<file path="src/fsp_defines.svh">
// Constants for the flash self-programming controller: offsets, fields, patterns and timing.
`ifndef FSP_DEFINES_SVH
`define FSP_DEFINES_SVH

// Control/status register placement.
`define FSP_CSR_DATA_OFS 8'h57
`define FSP_IO_DELTA 8'h20
`define FSP_CSR_IO_OFS (`FSP_CSR_DATA_OFS - `FSP_IO_DELTA)
`define FSP_CSR_RESET 8'h00

// Control/status bit positions.
`define FSP_BIT_IE 7
`define FSP_BIT_BUSY 6
`define FSP_BIT_SIG 5
`define FSP_BIT_REEN 4
`define FSP_BIT_LOCK 3
`define FSP_BIT_WRITE 2
`define FSP_BIT_ERASE 1
`define FSP_BIT_EN 0

// Legal patterns in the low five bits.
`define FSP_PAT_REEN 5'h11
`define FSP_PAT_LOCK 5'h09
`define FSP_PAT_WRITE 5'h05
`define FSP_PAT_ERASE 5'h03
`define FSP_PAT_FILL 5'h01

// Command windows in CPU cycles.
`define FSP_WIN_STORE 4
`define FSP_WIN_LOAD 3

// Address geometry: 15-bit word address, 128-word pages.
`define FSP_ADDR_BITS 15
`define FSP_PAGE_WORDS 128
`define FSP_NO_READ_WHILE_WRITE_REGION_FIRST_PAGE 8'h70

// Boot section start word addresses by boot size fuse pair.
`define FSP_BOOT_START_11 15'h7E00
`define FSP_BOOT_START_10 15'h7C00
`define FSP_BOOT_START_01 15'h7800
`define FSP_BOOT_START_00 15'h7000

// Flash operation time, in nanoseconds, and the clock period.
`define FSP_PROG_MIN_NS 3700000
`define FSP_PROG_MAX_NS 4500000
`define FSP_CLK_PERIOD_NS 10
`define FSP_PROG_CYCLES ((`FSP_PROG_MIN_NS + `FSP_CLK_PERIOD_NS - 1) / `FSP_CLK_PERIOD_NS)

`endif

</file>
<file path="src/fsp_pkg.sv">
// Types shared by the flash self-programming controller.
`default_nettype none
package fsp_pkg;
  typedef enum logic [2:0] {
    MODE_NONE, MODE_FILL, MODE_ERASE, MODE_WRITE, MODE_LOCK, MODE_REEN, MODE_SIG
  } fsp_mode_t;
  typedef enum logic [1:0] {
    ST_IDLE, ST_ARMED, ST_BUSY
  } fsp_state_t;
endpackage
`default_nettype wire

</file>
<file path="src/fsp_op_timer.sv">
// Operation timer that stands in for the oscillator-timed flash erase and write duration.
`timescale 1ns/1ps
`default_nettype none
module fsp_op_timer #(
  parameter int unsigned CYCLES = 370000
) (
  input wire logic clk_in,
  input wire logic reset_in,
  input wire logic start_in,
  output logic busy_out,
  output logic done_out
);
  localparam int W = $clog2(CYCLES + 1);
  logic [W-1:0] count;

  ////////////////////////////////////////////////////////////////////////////////
  // Count down from the load value; done pulses on the last busy cycle.
  always_ff @(posedge clk_in or posedge reset_in) begin
    if (reset_in) begin
      count <= '0;
    end else if (start_in && count == '0) begin
      count <= W'(CYCLES);
    end else if (count != '0) begin
      count <= count - W'(1);
    end
  end

  assign busy_out = (count != '0);
  assign done_out = (count == W'(1));

  a_done_ends_busy: assert property (@(posedge clk_in) disable iff (reset_in)
    done_out |=> !busy_out) else $error("timer still busy after done");
endmodule
`default_nettype wire

</file>
<file path="src/fsp_page_buffer.sv">
// Temporary page buffer: one page of words with a loaded mask and a discard input.
`timescale 1ns/1ps
`default_nettype none
module fsp_page_buffer #(
  parameter int WORDS = 128,
  parameter int WIDTH = 16
) (
  input wire logic clk_in,
  input wire logic reset_in,
  input wire logic wr_in,
  input wire logic [$clog2(WORDS)-1:0] wr_index_in,
  input wire logic [WIDTH-1:0] wr_data_in,
  input wire logic discard_in,
  input wire logic [$clog2(WORDS)-1:0] rd_index_in,
  output logic [WIDTH-1:0] rd_data_out,
  output logic loaded_out
);
  logic [WIDTH-1:0] mem [WORDS];
  logic [WORDS-1:0] valid;

  ////////////////////////////////////////////////////////////////////////////////
  // Storage has no reset; the valid mask alone says what was loaded.
  always_ff @(posedge clk_in) begin
    if (wr_in) begin
      mem[wr_index_in] <= wr_data_in;
    end
  end

  // Discard beats a load in the same cycle, so an aborted fill leaves nothing.
  always_ff @(posedge clk_in or posedge reset_in) begin
    if (reset_in) begin
      valid <= '0;
    end else if (discard_in) begin
      valid <= '0;
    end else if (wr_in) begin
      valid[wr_index_in] <= 1'b1;
    end
  end

  // Unloaded words read as erased flash.
  always_ff @(posedge clk_in or posedge reset_in) begin
    if (reset_in) begin
      rd_data_out <= '1;
    end else begin
      rd_data_out <= valid[rd_index_in] ? mem[rd_index_in] : '1;
    end
  end

  assign loaded_out = |valid;

  a_discard_empties: assert property (@(posedge clk_in) disable iff (reset_in)
    discard_in |=> !loaded_out) else $error("buffer not empty after discard");
endmodule
`default_nettype wire

</file>
<file path="src/fsp_ctrl.sv">
// Flash self-programming controller: control/status register, command windows and operation sequencing.
`timescale 1ns/1ps
`default_nettype none
`include "fsp_defines.svh"
module fsp_ctrl #(
  parameter int unsigned PROG_CYCLES = `FSP_PROG_CYCLES,
  parameter int PAGE_WORDS = `FSP_PAGE_WORDS
) (
  input wire logic clk_in,
  input wire logic reset_in,
  input wire logic [7:0] reg_addr_in,
  input wire logic reg_io_space_in,
  input wire logic reg_wr_in,
  input wire logic reg_rd_in,
  input wire logic [7:0] reg_wdata_in,
  output logic [7:0] reg_rdata_out,
  input wire logic store_in,
  input wire logic load_in,
  input wire logic [15:0] pointer_in,
  input wire logic [7:0] r0_in,
  input wire logic [7:0] r1_in,
  output logic load_taken_out,
  output logic [7:0] load_data_out,
  input wire logic [7:0] signature_byte_in,
  input wire logic [7:0] lock_bits_in,
  input wire logic [7:0] fuse_low_in,
  input wire logic [7:0] fuse_high_in,
  input wire logic [7:0] fuse_ext_in,
  input wire logic [1:0] boot_size_fuse_in,
  input wire logic global_int_in,
  output logic irq_out,
  output logic cpu_stall_out,
  output logic rww_read_block_out,
  output logic [`FSP_ADDR_BITS-1:0] boot_start_out,
  output logic flash_erase_out,
  output logic flash_write_out,
  output logic flash_lock_write_out,
  output logic [7:0] lock_data_out,
  output logic [7:0] page_select_field_out,
  output logic flash_busy_out,
  input wire logic [$clog2(PAGE_WORDS)-1:0] flash_rd_index_in,
  output logic [15:0] flash_rd_word_out
);
  localparam int WI = $clog2(PAGE_WORDS);
  localparam logic [2:0] WIN_STORE_LAST = 3'(`FSP_WIN_STORE - 1);
  localparam logic [2:0] WIN_LOAD_LAST = 3'(`FSP_WIN_LOAD - 1);

  fsp_pkg::fsp_state_t state;
  fsp_pkg::fsp_mode_t mode;
  logic ready_interrupt_enable;
  logic section_busy_flag;
  logic [2:0] age;
  logic stall_op;
  logic reset_seen;
  logic csr_hit_wr;
  logic csr_hit_rd;
  logic store_take;
  logic load_take;
  logic expire;
  logic timer_start;
  logic timer_busy;
  logic timer_done;
  logic buf_wr;
  logic buf_discard;
  logic buf_loaded;
  logic target_rww;
  logic [4:0] cmd_low;
  logic [7:0] csr_value;
  fsp_pkg::fsp_mode_t next_mode;

  ////////////////////////////////////////////////////////////////////////////////
  // Register decode: one register seen from both address views.
  assign csr_hit_wr = reg_wr_in &&
                      (reg_io_space_in ? reg_addr_in == `FSP_CSR_IO_OFS : reg_addr_in == `FSP_CSR_DATA_OFS);
  assign csr_hit_rd = reg_rd_in &&
                      (reg_io_space_in ? reg_addr_in == `FSP_CSR_IO_OFS : reg_addr_in == `FSP_CSR_DATA_OFS);
  assign cmd_low = reg_wdata_in[4:0];

  // Decode the written pattern; anything not listed leaves the command state alone.
  always_comb begin
    next_mode = fsp_pkg::MODE_NONE;
    case (cmd_low)
      `FSP_PAT_REEN: next_mode = fsp_pkg::MODE_REEN;
      `FSP_PAT_LOCK: next_mode = fsp_pkg::MODE_LOCK;
      `FSP_PAT_WRITE: next_mode = fsp_pkg::MODE_WRITE;
      `FSP_PAT_ERASE: next_mode = fsp_pkg::MODE_ERASE;
      `FSP_PAT_FILL: begin
        next_mode = reg_wdata_in[`FSP_BIT_SIG] ? fsp_pkg::MODE_SIG : fsp_pkg::MODE_FILL;
      end
      default: next_mode = fsp_pkg::MODE_NONE;
    endcase
  end

  ////////////////////////////////////////////////////////////////////////////////
  // Instruction acceptance inside the open window.
  assign store_take = (state == fsp_pkg::ST_ARMED) && store_in && (mode != fsp_pkg::MODE_SIG);
  assign load_take = (state == fsp_pkg::ST_ARMED) && load_in &&
                     (mode == fsp_pkg::MODE_SIG || mode == fsp_pkg::MODE_LOCK) &&
                     (age <= WIN_LOAD_LAST);
  // The signature window is the load window; all others close on the store window.
  assign expire = (state == fsp_pkg::ST_ARMED) &&
                  ((mode == fsp_pkg::MODE_SIG) ? (age == WIN_LOAD_LAST && !load_in)
                                               : (age == WIN_STORE_LAST && !store_take));

  // Pages below the first no-read-while-write page lie in the read-while-write region.
  assign target_rww = pointer_in[15:8] < `FSP_NO_READ_WHILE_WRITE_REGION_FIRST_PAGE;

  assign timer_start = store_take &&
                       (mode == fsp_pkg::MODE_ERASE || mode == fsp_pkg::MODE_WRITE ||
                        mode == fsp_pkg::MODE_LOCK);
  assign buf_wr = store_take && (mode == fsp_pkg::MODE_FILL);
  // Re-enable written over a part-filled buffer throws the fill away; a finished page write also empties it.
  assign buf_discard = (csr_hit_wr && state == fsp_pkg::ST_IDLE && next_mode == fsp_pkg::MODE_REEN &&
                        buf_loaded) ||
                       (timer_done && mode == fsp_pkg::MODE_WRITE);

  ////////////////////////////////////////////////////////////////////////////////
  // Command state: idle, armed window, or running a timed operation.
  always_ff @(posedge clk_in or posedge reset_in) begin
    if (reset_in) begin
      state <= fsp_pkg::ST_IDLE;
      mode <= fsp_pkg::MODE_NONE;
    end else begin
      case (state)
        fsp_pkg::ST_IDLE: begin
          if (csr_hit_wr && next_mode != fsp_pkg::MODE_NONE) begin
            state <= fsp_pkg::ST_ARMED;
            mode <= next_mode;
          end
        end
        fsp_pkg::ST_ARMED: begin
          if (timer_start) begin
            state <= fsp_pkg::ST_BUSY;
          end else if (store_take || load_take || expire) begin
            state <= fsp_pkg::ST_IDLE;
            mode <= fsp_pkg::MODE_NONE;
          end
        end
        fsp_pkg::ST_BUSY: begin
          // Writes to the command bits are ignored until the operation ends.
          if (timer_done) begin
            state <= fsp_pkg::ST_IDLE;
            mode <= fsp_pkg::MODE_NONE;
          end
        end
        default: begin
          state <= fsp_pkg::ST_IDLE;
          mode <= fsp_pkg::MODE_NONE;
        end
      endcase
    end
  end

  // Cycles since the arming write; the window is counted from the cycle after it.
  always_ff @(posedge clk_in or posedge reset_in) begin
    if (reset_in) begin
      age <= 3'h0;
    end else if (state == fsp_pkg::ST_IDLE) begin
      age <= 3'h0;
    end else if (state == fsp_pkg::ST_ARMED && age != 3'h7) begin
      age <= age + 3'h1;
    end
  end

  // Interrupt enable is plain software storage, written regardless of the pattern.
  always_ff @(posedge clk_in or posedge reset_in) begin
    if (reset_in) begin
      ready_interrupt_enable <= 1'b0;
    end else if (csr_hit_wr) begin
      ready_interrupt_enable <= reg_wdata_in[`FSP_BIT_IE];
    end
  end

  // Section busy: set by an erase or page write aimed at the read-while-write region.
  // Set wins over clear; a refused re-enable leaves it standing.
  always_ff @(posedge clk_in or posedge reset_in) begin
    if (reset_in) begin
      section_busy_flag <= 1'b0;
    end else if (timer_start && mode != fsp_pkg::MODE_LOCK && target_rww) begin
      section_busy_flag <= 1'b1;
    end else if (buf_wr) begin
      section_busy_flag <= 1'b0;
    end else if (store_take && mode == fsp_pkg::MODE_REEN && !timer_busy) begin
      section_busy_flag <= 1'b0;
    end
  end

  ////////////////////////////////////////////////////////////////////////////////
  // Flash-side command strobes and latched operands.
  always_ff @(posedge clk_in or posedge reset_in) begin
    if (reset_in) begin
      flash_erase_out <= 1'b0;
      flash_write_out <= 1'b0;
      flash_lock_write_out <= 1'b0;
    end else begin
      flash_erase_out <= timer_start && mode == fsp_pkg::MODE_ERASE;
      flash_write_out <= timer_start && mode == fsp_pkg::MODE_WRITE;
      flash_lock_write_out <= timer_start && mode == fsp_pkg::MODE_LOCK;
    end
  end

  // Page from the upper pointer byte; R1:R0 are ignored by erase and write, R1 by lock set.
  always_ff @(posedge clk_in or posedge reset_in) begin
    if (reset_in) begin
      page_select_field_out <= 8'h00;
      lock_data_out <= 8'hFF;
      stall_op <= 1'b0;
    end else if (timer_start) begin
      if (mode == fsp_pkg::MODE_LOCK) begin
        lock_data_out <= r0_in;
        stall_op <= 1'b0;
      end else begin
        page_select_field_out <= pointer_in[15:8];
        stall_op <= !target_rww;
      end
    end
  end

  // Stall stands for the whole of an operation on the region the CPU runs from.
  assign cpu_stall_out = stall_op && timer_busy;
  assign rww_read_block_out = section_busy_flag;
  assign flash_busy_out = timer_busy;

  ////////////////////////////////////////////////////////////////////////////////
  // Load answers: signature row, or lock and fuse bytes picked by the pointer.
  always_ff @(posedge clk_in or posedge reset_in) begin
    if (reset_in) begin
      load_taken_out <= 1'b0;
      load_data_out <= 8'h00;
    end else begin
      load_taken_out <= load_take;
      if (load_take) begin
        if (mode == fsp_pkg::MODE_SIG) begin
          load_data_out <= signature_byte_in;
        end else begin
          case (pointer_in[1:0])
            2'h0: load_data_out <= fuse_low_in;
            2'h1: load_data_out <= lock_bits_in;
            2'h2: load_data_out <= fuse_ext_in;
            default: load_data_out <= fuse_high_in;
          endcase
        end
      end
    end
  end

  // Register read view; command bits follow the live state so they clear together.
  always_comb begin
    csr_value = `FSP_CSR_RESET;
    csr_value[`FSP_BIT_IE] = ready_interrupt_enable;
    csr_value[`FSP_BIT_BUSY] = section_busy_flag;
    csr_value[`FSP_BIT_SIG] = mode == fsp_pkg::MODE_SIG;
    csr_value[`FSP_BIT_REEN] = mode == fsp_pkg::MODE_REEN;
    csr_value[`FSP_BIT_LOCK] = mode == fsp_pkg::MODE_LOCK;
    csr_value[`FSP_BIT_WRITE] = mode == fsp_pkg::MODE_WRITE;
    csr_value[`FSP_BIT_ERASE] = mode == fsp_pkg::MODE_ERASE;
    csr_value[`FSP_BIT_EN] = state != fsp_pkg::ST_IDLE;
  end

  always_ff @(posedge clk_in or posedge reset_in) begin
    if (reset_in) begin
      reg_rdata_out <= `FSP_CSR_RESET;
    end else if (csr_hit_rd) begin
      reg_rdata_out <= csr_value;
    end else begin
      reg_rdata_out <= 8'h00;
    end
  end

  // Ready interrupt is a level, held while no command is pending.
  assign irq_out = ready_interrupt_enable && global_int_in && state == fsp_pkg::ST_IDLE;

  ////////////////////////////////////////////////////////////////////////////////
  // Boot size is a strap: caught once, one clock after reset release.
  always_ff @(posedge clk_in or posedge reset_in) begin
    if (reset_in) begin
      reset_seen <= 1'b0;
      boot_start_out <= `FSP_BOOT_START_11;
    end else if (!reset_seen) begin
      reset_seen <= 1'b1;
      case (boot_size_fuse_in)
        2'b11: boot_start_out <= `FSP_BOOT_START_11;
        2'b10: boot_start_out <= `FSP_BOOT_START_10;
        2'b01: boot_start_out <= `FSP_BOOT_START_01;
        default: boot_start_out <= `FSP_BOOT_START_00;
      endcase
    end
  end

  ////////////////////////////////////////////////////////////////////////////////
  // Buffer word from pointer bits 7:1; bit 0 is dropped for stores.
  fsp_page_buffer #(
    .WORDS(PAGE_WORDS),
    .WIDTH(16)
  ) u_buffer (
    .clk_in(clk_in),
    .reset_in(reset_in),
    .wr_in(buf_wr),
    .wr_index_in(pointer_in[WI:1]),
    .wr_data_in({r1_in, r0_in}),
    .discard_in(buf_discard),
    .rd_index_in(flash_rd_index_in),
    .rd_data_out(flash_rd_word_out),
    .loaded_out(buf_loaded)
  );

  fsp_op_timer #(
    .CYCLES(PROG_CYCLES)
  ) u_timer (
    .clk_in(clk_in),
    .reset_in(reset_in),
    .start_in(timer_start),
    .busy_out(timer_busy),
    .done_out(timer_done)
  );

  ////////////////////////////////////////////////////////////////////////////////
  // Checks.
  a_irq_gated_enable: assert property (@(posedge clk_in) disable iff (reset_in)
    (state != fsp_pkg::ST_IDLE) |-> !irq_out) else $error("interrupt while enable set");
  a_window_expiry: assert property (@(posedge clk_in) disable iff (reset_in)
    (state == fsp_pkg::ST_ARMED && mode != fsp_pkg::MODE_SIG && age == WIN_STORE_LAST && !store_in)
    |=> (csr_value[4:0] == 5'h00)) else $error("command bits survive window");
  a_sig_expiry: assert property (@(posedge clk_in) disable iff (reset_in)
    (state == fsp_pkg::ST_ARMED && mode == fsp_pkg::MODE_SIG && age == WIN_LOAD_LAST && !load_in)
    |=> !csr_value[`FSP_BIT_EN] && !csr_value[`FSP_BIT_SIG]) else $error("signature bits stuck");
  a_busy_on_rww: assert property (@(posedge clk_in) disable iff (reset_in)
    (timer_start && mode != fsp_pkg::MODE_LOCK && target_rww) |=> section_busy_flag && timer_busy)
    else $error("busy flag not set");
  a_stall_no_read_while_write_region: assert property (@(posedge clk_in) disable iff (reset_in)
    (timer_start && mode != fsp_pkg::MODE_LOCK && !target_rww) |=> cpu_stall_out [*2])
    else $error("no stall for boot region");
  a_enable_held: assert property (@(posedge clk_in) disable iff (reset_in)
    (state == fsp_pkg::ST_BUSY && !timer_done) |=> csr_value[`FSP_BIT_EN]) else $error("enable dropped");
  a_reen_refused: assert property (@(posedge clk_in) disable iff (reset_in)
    (section_busy_flag && timer_busy && !buf_wr) |=> section_busy_flag) else $error("busy cleared early");
  a_fill_clears_busy: assert property (@(posedge clk_in) disable iff (reset_in)
    buf_wr |=> !section_busy_flag && state == fsp_pkg::ST_IDLE) else $error("fill left busy");
  a_load_answer: assert property (@(posedge clk_in) disable iff (reset_in)
    (state == fsp_pkg::ST_ARMED && mode == fsp_pkg::MODE_LOCK && load_in && age <= WIN_LOAD_LAST)
    |=> load_taken_out) else $error("lock load not answered");
  a_bad_pattern: assert property (@(posedge clk_in) disable iff (reset_in)
    (csr_hit_wr && state == fsp_pkg::ST_IDLE && next_mode == fsp_pkg::MODE_NONE)
    |=> state == fsp_pkg::ST_IDLE) else $error("illegal pattern acted");
endmodule
`default_nettype wire

</file>
<file path="config.mk">
export PLATFORM = sky130hd
export DESIGN_NAME = fsp_ctrl
export DESIGN_NICKNAME = d
export VERILOG_FILES = /design/src/fsp_pkg.sv /design/src/fsp_op_timer.sv /design/src/fsp_page_buffer.sv /design/src/fsp_ctrl.sv
export VERILOG_INCLUDE_DIRS = /design/src
export SDC_FILE = /design/constraint.sdc
export NUM_CORES = 2
export LEC_CHECK = 0
export BUFFER_PORTS_ARGS = -buffer_cell sky130_fd_sc_hd__buf_4
export CAP_MARGIN = 20
export CORE_ASPECT_RATIO = 1.4
export CORE_MARGIN = 3
export CORE_UTILIZATION = 48
export DETAILED_ROUTE_END_ITERATION = 6
export GPL_TIMING_DRIVEN = 0
export PLACE_DENSITY = 0.65
export SETUP_SLACK_MARGIN = 0.05
export SYNTH_ARGS = -nofsm -noshare
export SYNTH_HDL_FRONTEND = slang
export SYNTH_SLANG_ARGS = --single-unit
</file>
<file path="constraint.sdc">
create_clock -name clk_in -period 7.3 [get_ports clk_in]
set_clock_uncertainty 0.15 [all_clocks]
set_input_delay 0.365 -clock clk_in [delete_from_list [all_inputs] [get_ports clk_in]]
set_output_delay 0.365 -clock clk_in [all_outputs]
set_load 0.02 [all_outputs]
</file>
==> summary.md <==
| Metric | Value |
|---|---|
| Final net count | 5154 |
| Vias per cell | 6.91 |
| Synth area leaders | edfxtp_1, mux4_2, dfrtp_1, nor2_1, mux2i_1 |
| Non-Filler Instances | 7690 |
| Die extent in y | 515 um |
| Syn Std Cell Area | 0.0887 sq mm |
| Drt drc | 0 |
| Primary FF master, synth | edfxtp_1 |
| Period utilization | 73.0% |
| Initial DRC Count | 9841 |
| Post-DR wirelength/cell | 44.3 um |
| Synth cell types | 78 |
| Crit-path cells | buf_4 -> buf_4 -> buf_4 -> buf_2 -> buf_2 -> clkbuf_2 -> mux4_2 -> a22oi_1 -> a21oi_1 -> o41ai_1 -> nand3_1 |
| Mux contribution to synthesized area | 15.4% |
| Final Hold Viols | 0 |
| Cells after DPL | 7200 |
| Post-DP HPWL | 227000 um |
| # rows | 186 |
| Compound-Gate Fraction of Synth Area | 3.15% |
| Fmax achieved | 0.188 GHz |
| Worst Hold Class | input port to asynchronous set/reset pin |
| Tot GR Track Use | 35.9% |
| Ys Warns | 0 |
| Slew margin rel. | 11.1% |
| Global routing usage on met1 | 42.3% |
| Crit. End Element | register |
| Post-CTS Resized | 0 |
| Antenna-violating nets left | 0 |
| Worst Tran Pin Value | 1320 ps |
| Slowest cell on crit path | o41ai_1 |
| Clk Latency, worst-skew pair | 880 ps |
| Remaining Overflow, GRT | 0 |
| H-tree Lvls | 4 |
| CP arrival | 5880 ps |
| Drt total wl | 340000 um |
| Maximum VDD drop | 0.262 mV |
| Met3 GRT Util | 14.3% |
| Via count | 53.1k |
| Post-synth top area share | 69.4% |
| Sink Count | 2262 |
| Drt first pass iters | 6 |
| Core area | 0.184 sq mm |
| Most Crowded Layer GR | met2 |
| Async set-or-reset flop fraction in the synthesized netlist | 9.46% |
| PwrDens | 258 mW/mm^2 |
| RSZ-0062 raised after global routing | false |
| Clock Tree Buf Depth | 3 |
| Sequential area share after synthesis | 75.4% |
| Critical path launch point type | input port |
| CTS tree | done |
| Number of max-cap violations | 0 |
| Commonest non-fill, non-tap cell in the layout | edfxtp_1 |
| Fin crit period | 5330 ps |
| Share of cells above drive strength 1 | 29.1% |
| Max Fanout on Critical Path | 13 |
| Post-Synth Simple-Gate Area | 3.94% |
| Final Util | 56.4% |
| I/O pin count | 176 |
| Most used cell, CP | buf_4 |
| P_leak | 34.4 nW |
| CTS Buf Count | 203 |
| #FFs+latches synth | 2262 |
| Area Growth Syn to Fin | 16.9% |
| Number of synthesized flops with an enable pin | 2048 |
| Max Slew Vio Count | 0 |
| Effective utilization at floorplan | 48.3% |
| FILL cells | 13.6k |
| Largest net degree at the start of global routing | 119 |
| Largest area contributor in the netlist | edfxtp_1 |
| Slowest Stage Delay on Critical Path | 1100 ps |
| Final Wtd Congestion | 1.04 |
| Req. time, crit path | 7850 ps |
| Die ar. | 0.190 sq mm |
| Met2 Use GR | 52.5% |
| Clock transition at path regs | 60 ps |
| CP Buf/Inv Count | 6 |
| Clk root buf | clkbuf_16 |
| Die Wd | 369 um |
| Outcome | complete, no violations |
| Crit path max-delay family | buffers and inverters |
| Commonest non-fill, non-tap cells in the layout | edfxtp_1, mux4_2, nor2_1, clkbuf_16, buf_4 |
| Largest family of logic cells by synthesized area | multiplexers |
| Post-Syn Instances | 4437 |
| Post-Synth XOR/XNOR Area | 0.0691% |
| Final setup viols | 0 |
| First-pass GRT wire length | 448000 um |
| Adder-Cell Fraction of Synth Area | 0.0847% |
| Syn Area/Cell | 20.0 sq um |
| Port bufs | 157 |
| Initial antenna violation count | 25 |
| Vias in the first global route | 50.4k |
| Worst Path Class, Setup | input port to register |
==> stage by stage <==
stage | setup TNS (ps) | instance area, sq um | setup slack, ps | total power [W] | hold slack [ps]
2_1_floorplan | 0 | 88700 | 979 | 0.0151 | 285
3_3_place_gp | -334350 | 92900 | -1820 | 0.0161 | 299
3_5_place_dp | 0 | 96200 | 1600 | 0.0162 | 301
4_1_cts | 0 | 103000 | 2510 | 0.0266 | 7.47
5_1_grt | 0 | 104000 | 2270 | 0.0272 | 87.4
6_report | 0 | 104000 | 1970 | 0.0267 | 12.6
==> timing repair <==
item                      CTS  global route
hold buffers               77             0
hold endpoints to repair  908             0
setup buffers               0             0
==> cell usage after synthesis (5+ instances only) <==
master and n:
nor4_1 39, dfrtp_1 187, buf_2 70, mux4_1 5, mux2_2 24, or3_1 6, buf_1 16, a21oi_1 143
a211oi_1 16, o22ai_1 29, or2_2 7, inv_1 13, mux2i_1 105, and2_1 8, dfstp_2 27, nor2_1 350
buf_8 8, nand4_1 23, edfxtp_1 2048, mux4_2 543, o211ai_1 9, nor3_1 25, o31ai_1 7, nand2b_1 12
a221oi_1 16, o21ai_0 47, clkbuf_1 87, nor2b_1 22, o2111ai_1 5, a31oi_1 25, buf_4 34, and3_1 14
nand3_1 71, a22o_1 14, a22oi_1 77, nand3b_1 6, ha_1 6, buf_6 37, o21ai_1 6, nand2_1 175
==> registers in the layout, summed over array words and instances, names as in the netlist, 3 cells and up <==
signal	cells
u_buffer.mem	2048
u_timer.count	19
mode	3
u_buffer.rd_data_out	16
boot_start_out	3
age	3
page_select_field_out	8
load_data_out	8
lock_data_out	8
u_buffer.valid	128
reg_rdata_out	8
==> worst min-delay path: stages <==
cell,delay (ps)
dlygate4sd3_1,530
buf_4,150
inv_8,460
==> routing by layer <==
metal  up-vias  part of all wire (%)  routed length [um]
li1      19500                     -                   -
met1     27700                    32              108000
met2      4772                    44              150000
met3      1151                    14               48600
met4        14                   9.8               33300
met5         -                 0.057                 195
==> kinds of logic after synthesis <==
logic type,after synthesis
AND/OR/NAND/NOR,778
flip-flops,2262
XOR/XNOR,7
multiplexers,677
adder cells (fa/ha/maj),6
AO/OA/AOI/OAI,432
buffers and inverters,273
other,2
==> final timing paths <==
path	end	from	cells after the start	slack, ps
setup / recovery	u_buffer.rd_data_out[10]$_DFF_PP1_	flash_rd_index_in[1]	11	1970
hold / removal	u_buffer.valid[45]$_DFFE_PP0P_	reset_in	3	10
setup reg to reg	u_buffer.mem[96][11]$_DFFE_PP_	state[0]$_DFFE_PP0P_	7	2800
hold reg to reg	u_timer.count[11]$_DFFE_PP0P_	u_timer.count[11]$_DFFE_PP0P_	1	310
max in group asynchronous	u_timer.count[13]$_DFFE_PP0P_	reset_in	4	5880
min in group clk_in	u_buffer.valid[110]$_DFFE_PP0P_	pointer_in[5]	5	70
==> layout make-up <==
class	instances	area [sq um]	share of cell area (%)
diodes	29	72.6	0.0700
well taps	2444	3060	2.95
multi-input cells	1913	20600	19.9
inverters	17	71.3	0.0688
plain buffers	256	1640	1.58
repair buffers	390	4820	4.65
clock buffers	283	5570	5.38
clock inverters	96	917	0.885
flip-flops and latches	2262	66900	64.5
==> where the power goes <==
group          total [W]  leakage, nW  internal, W  switching [W]
logic            0.00190         10.0     0.000556        0.00134
clock network     0.0107         3.16      0.00581        0.00490
registers         0.0141         21.2       0.0141     0.00000550
No activity file was read; power rests on OpenSTA's default activity.
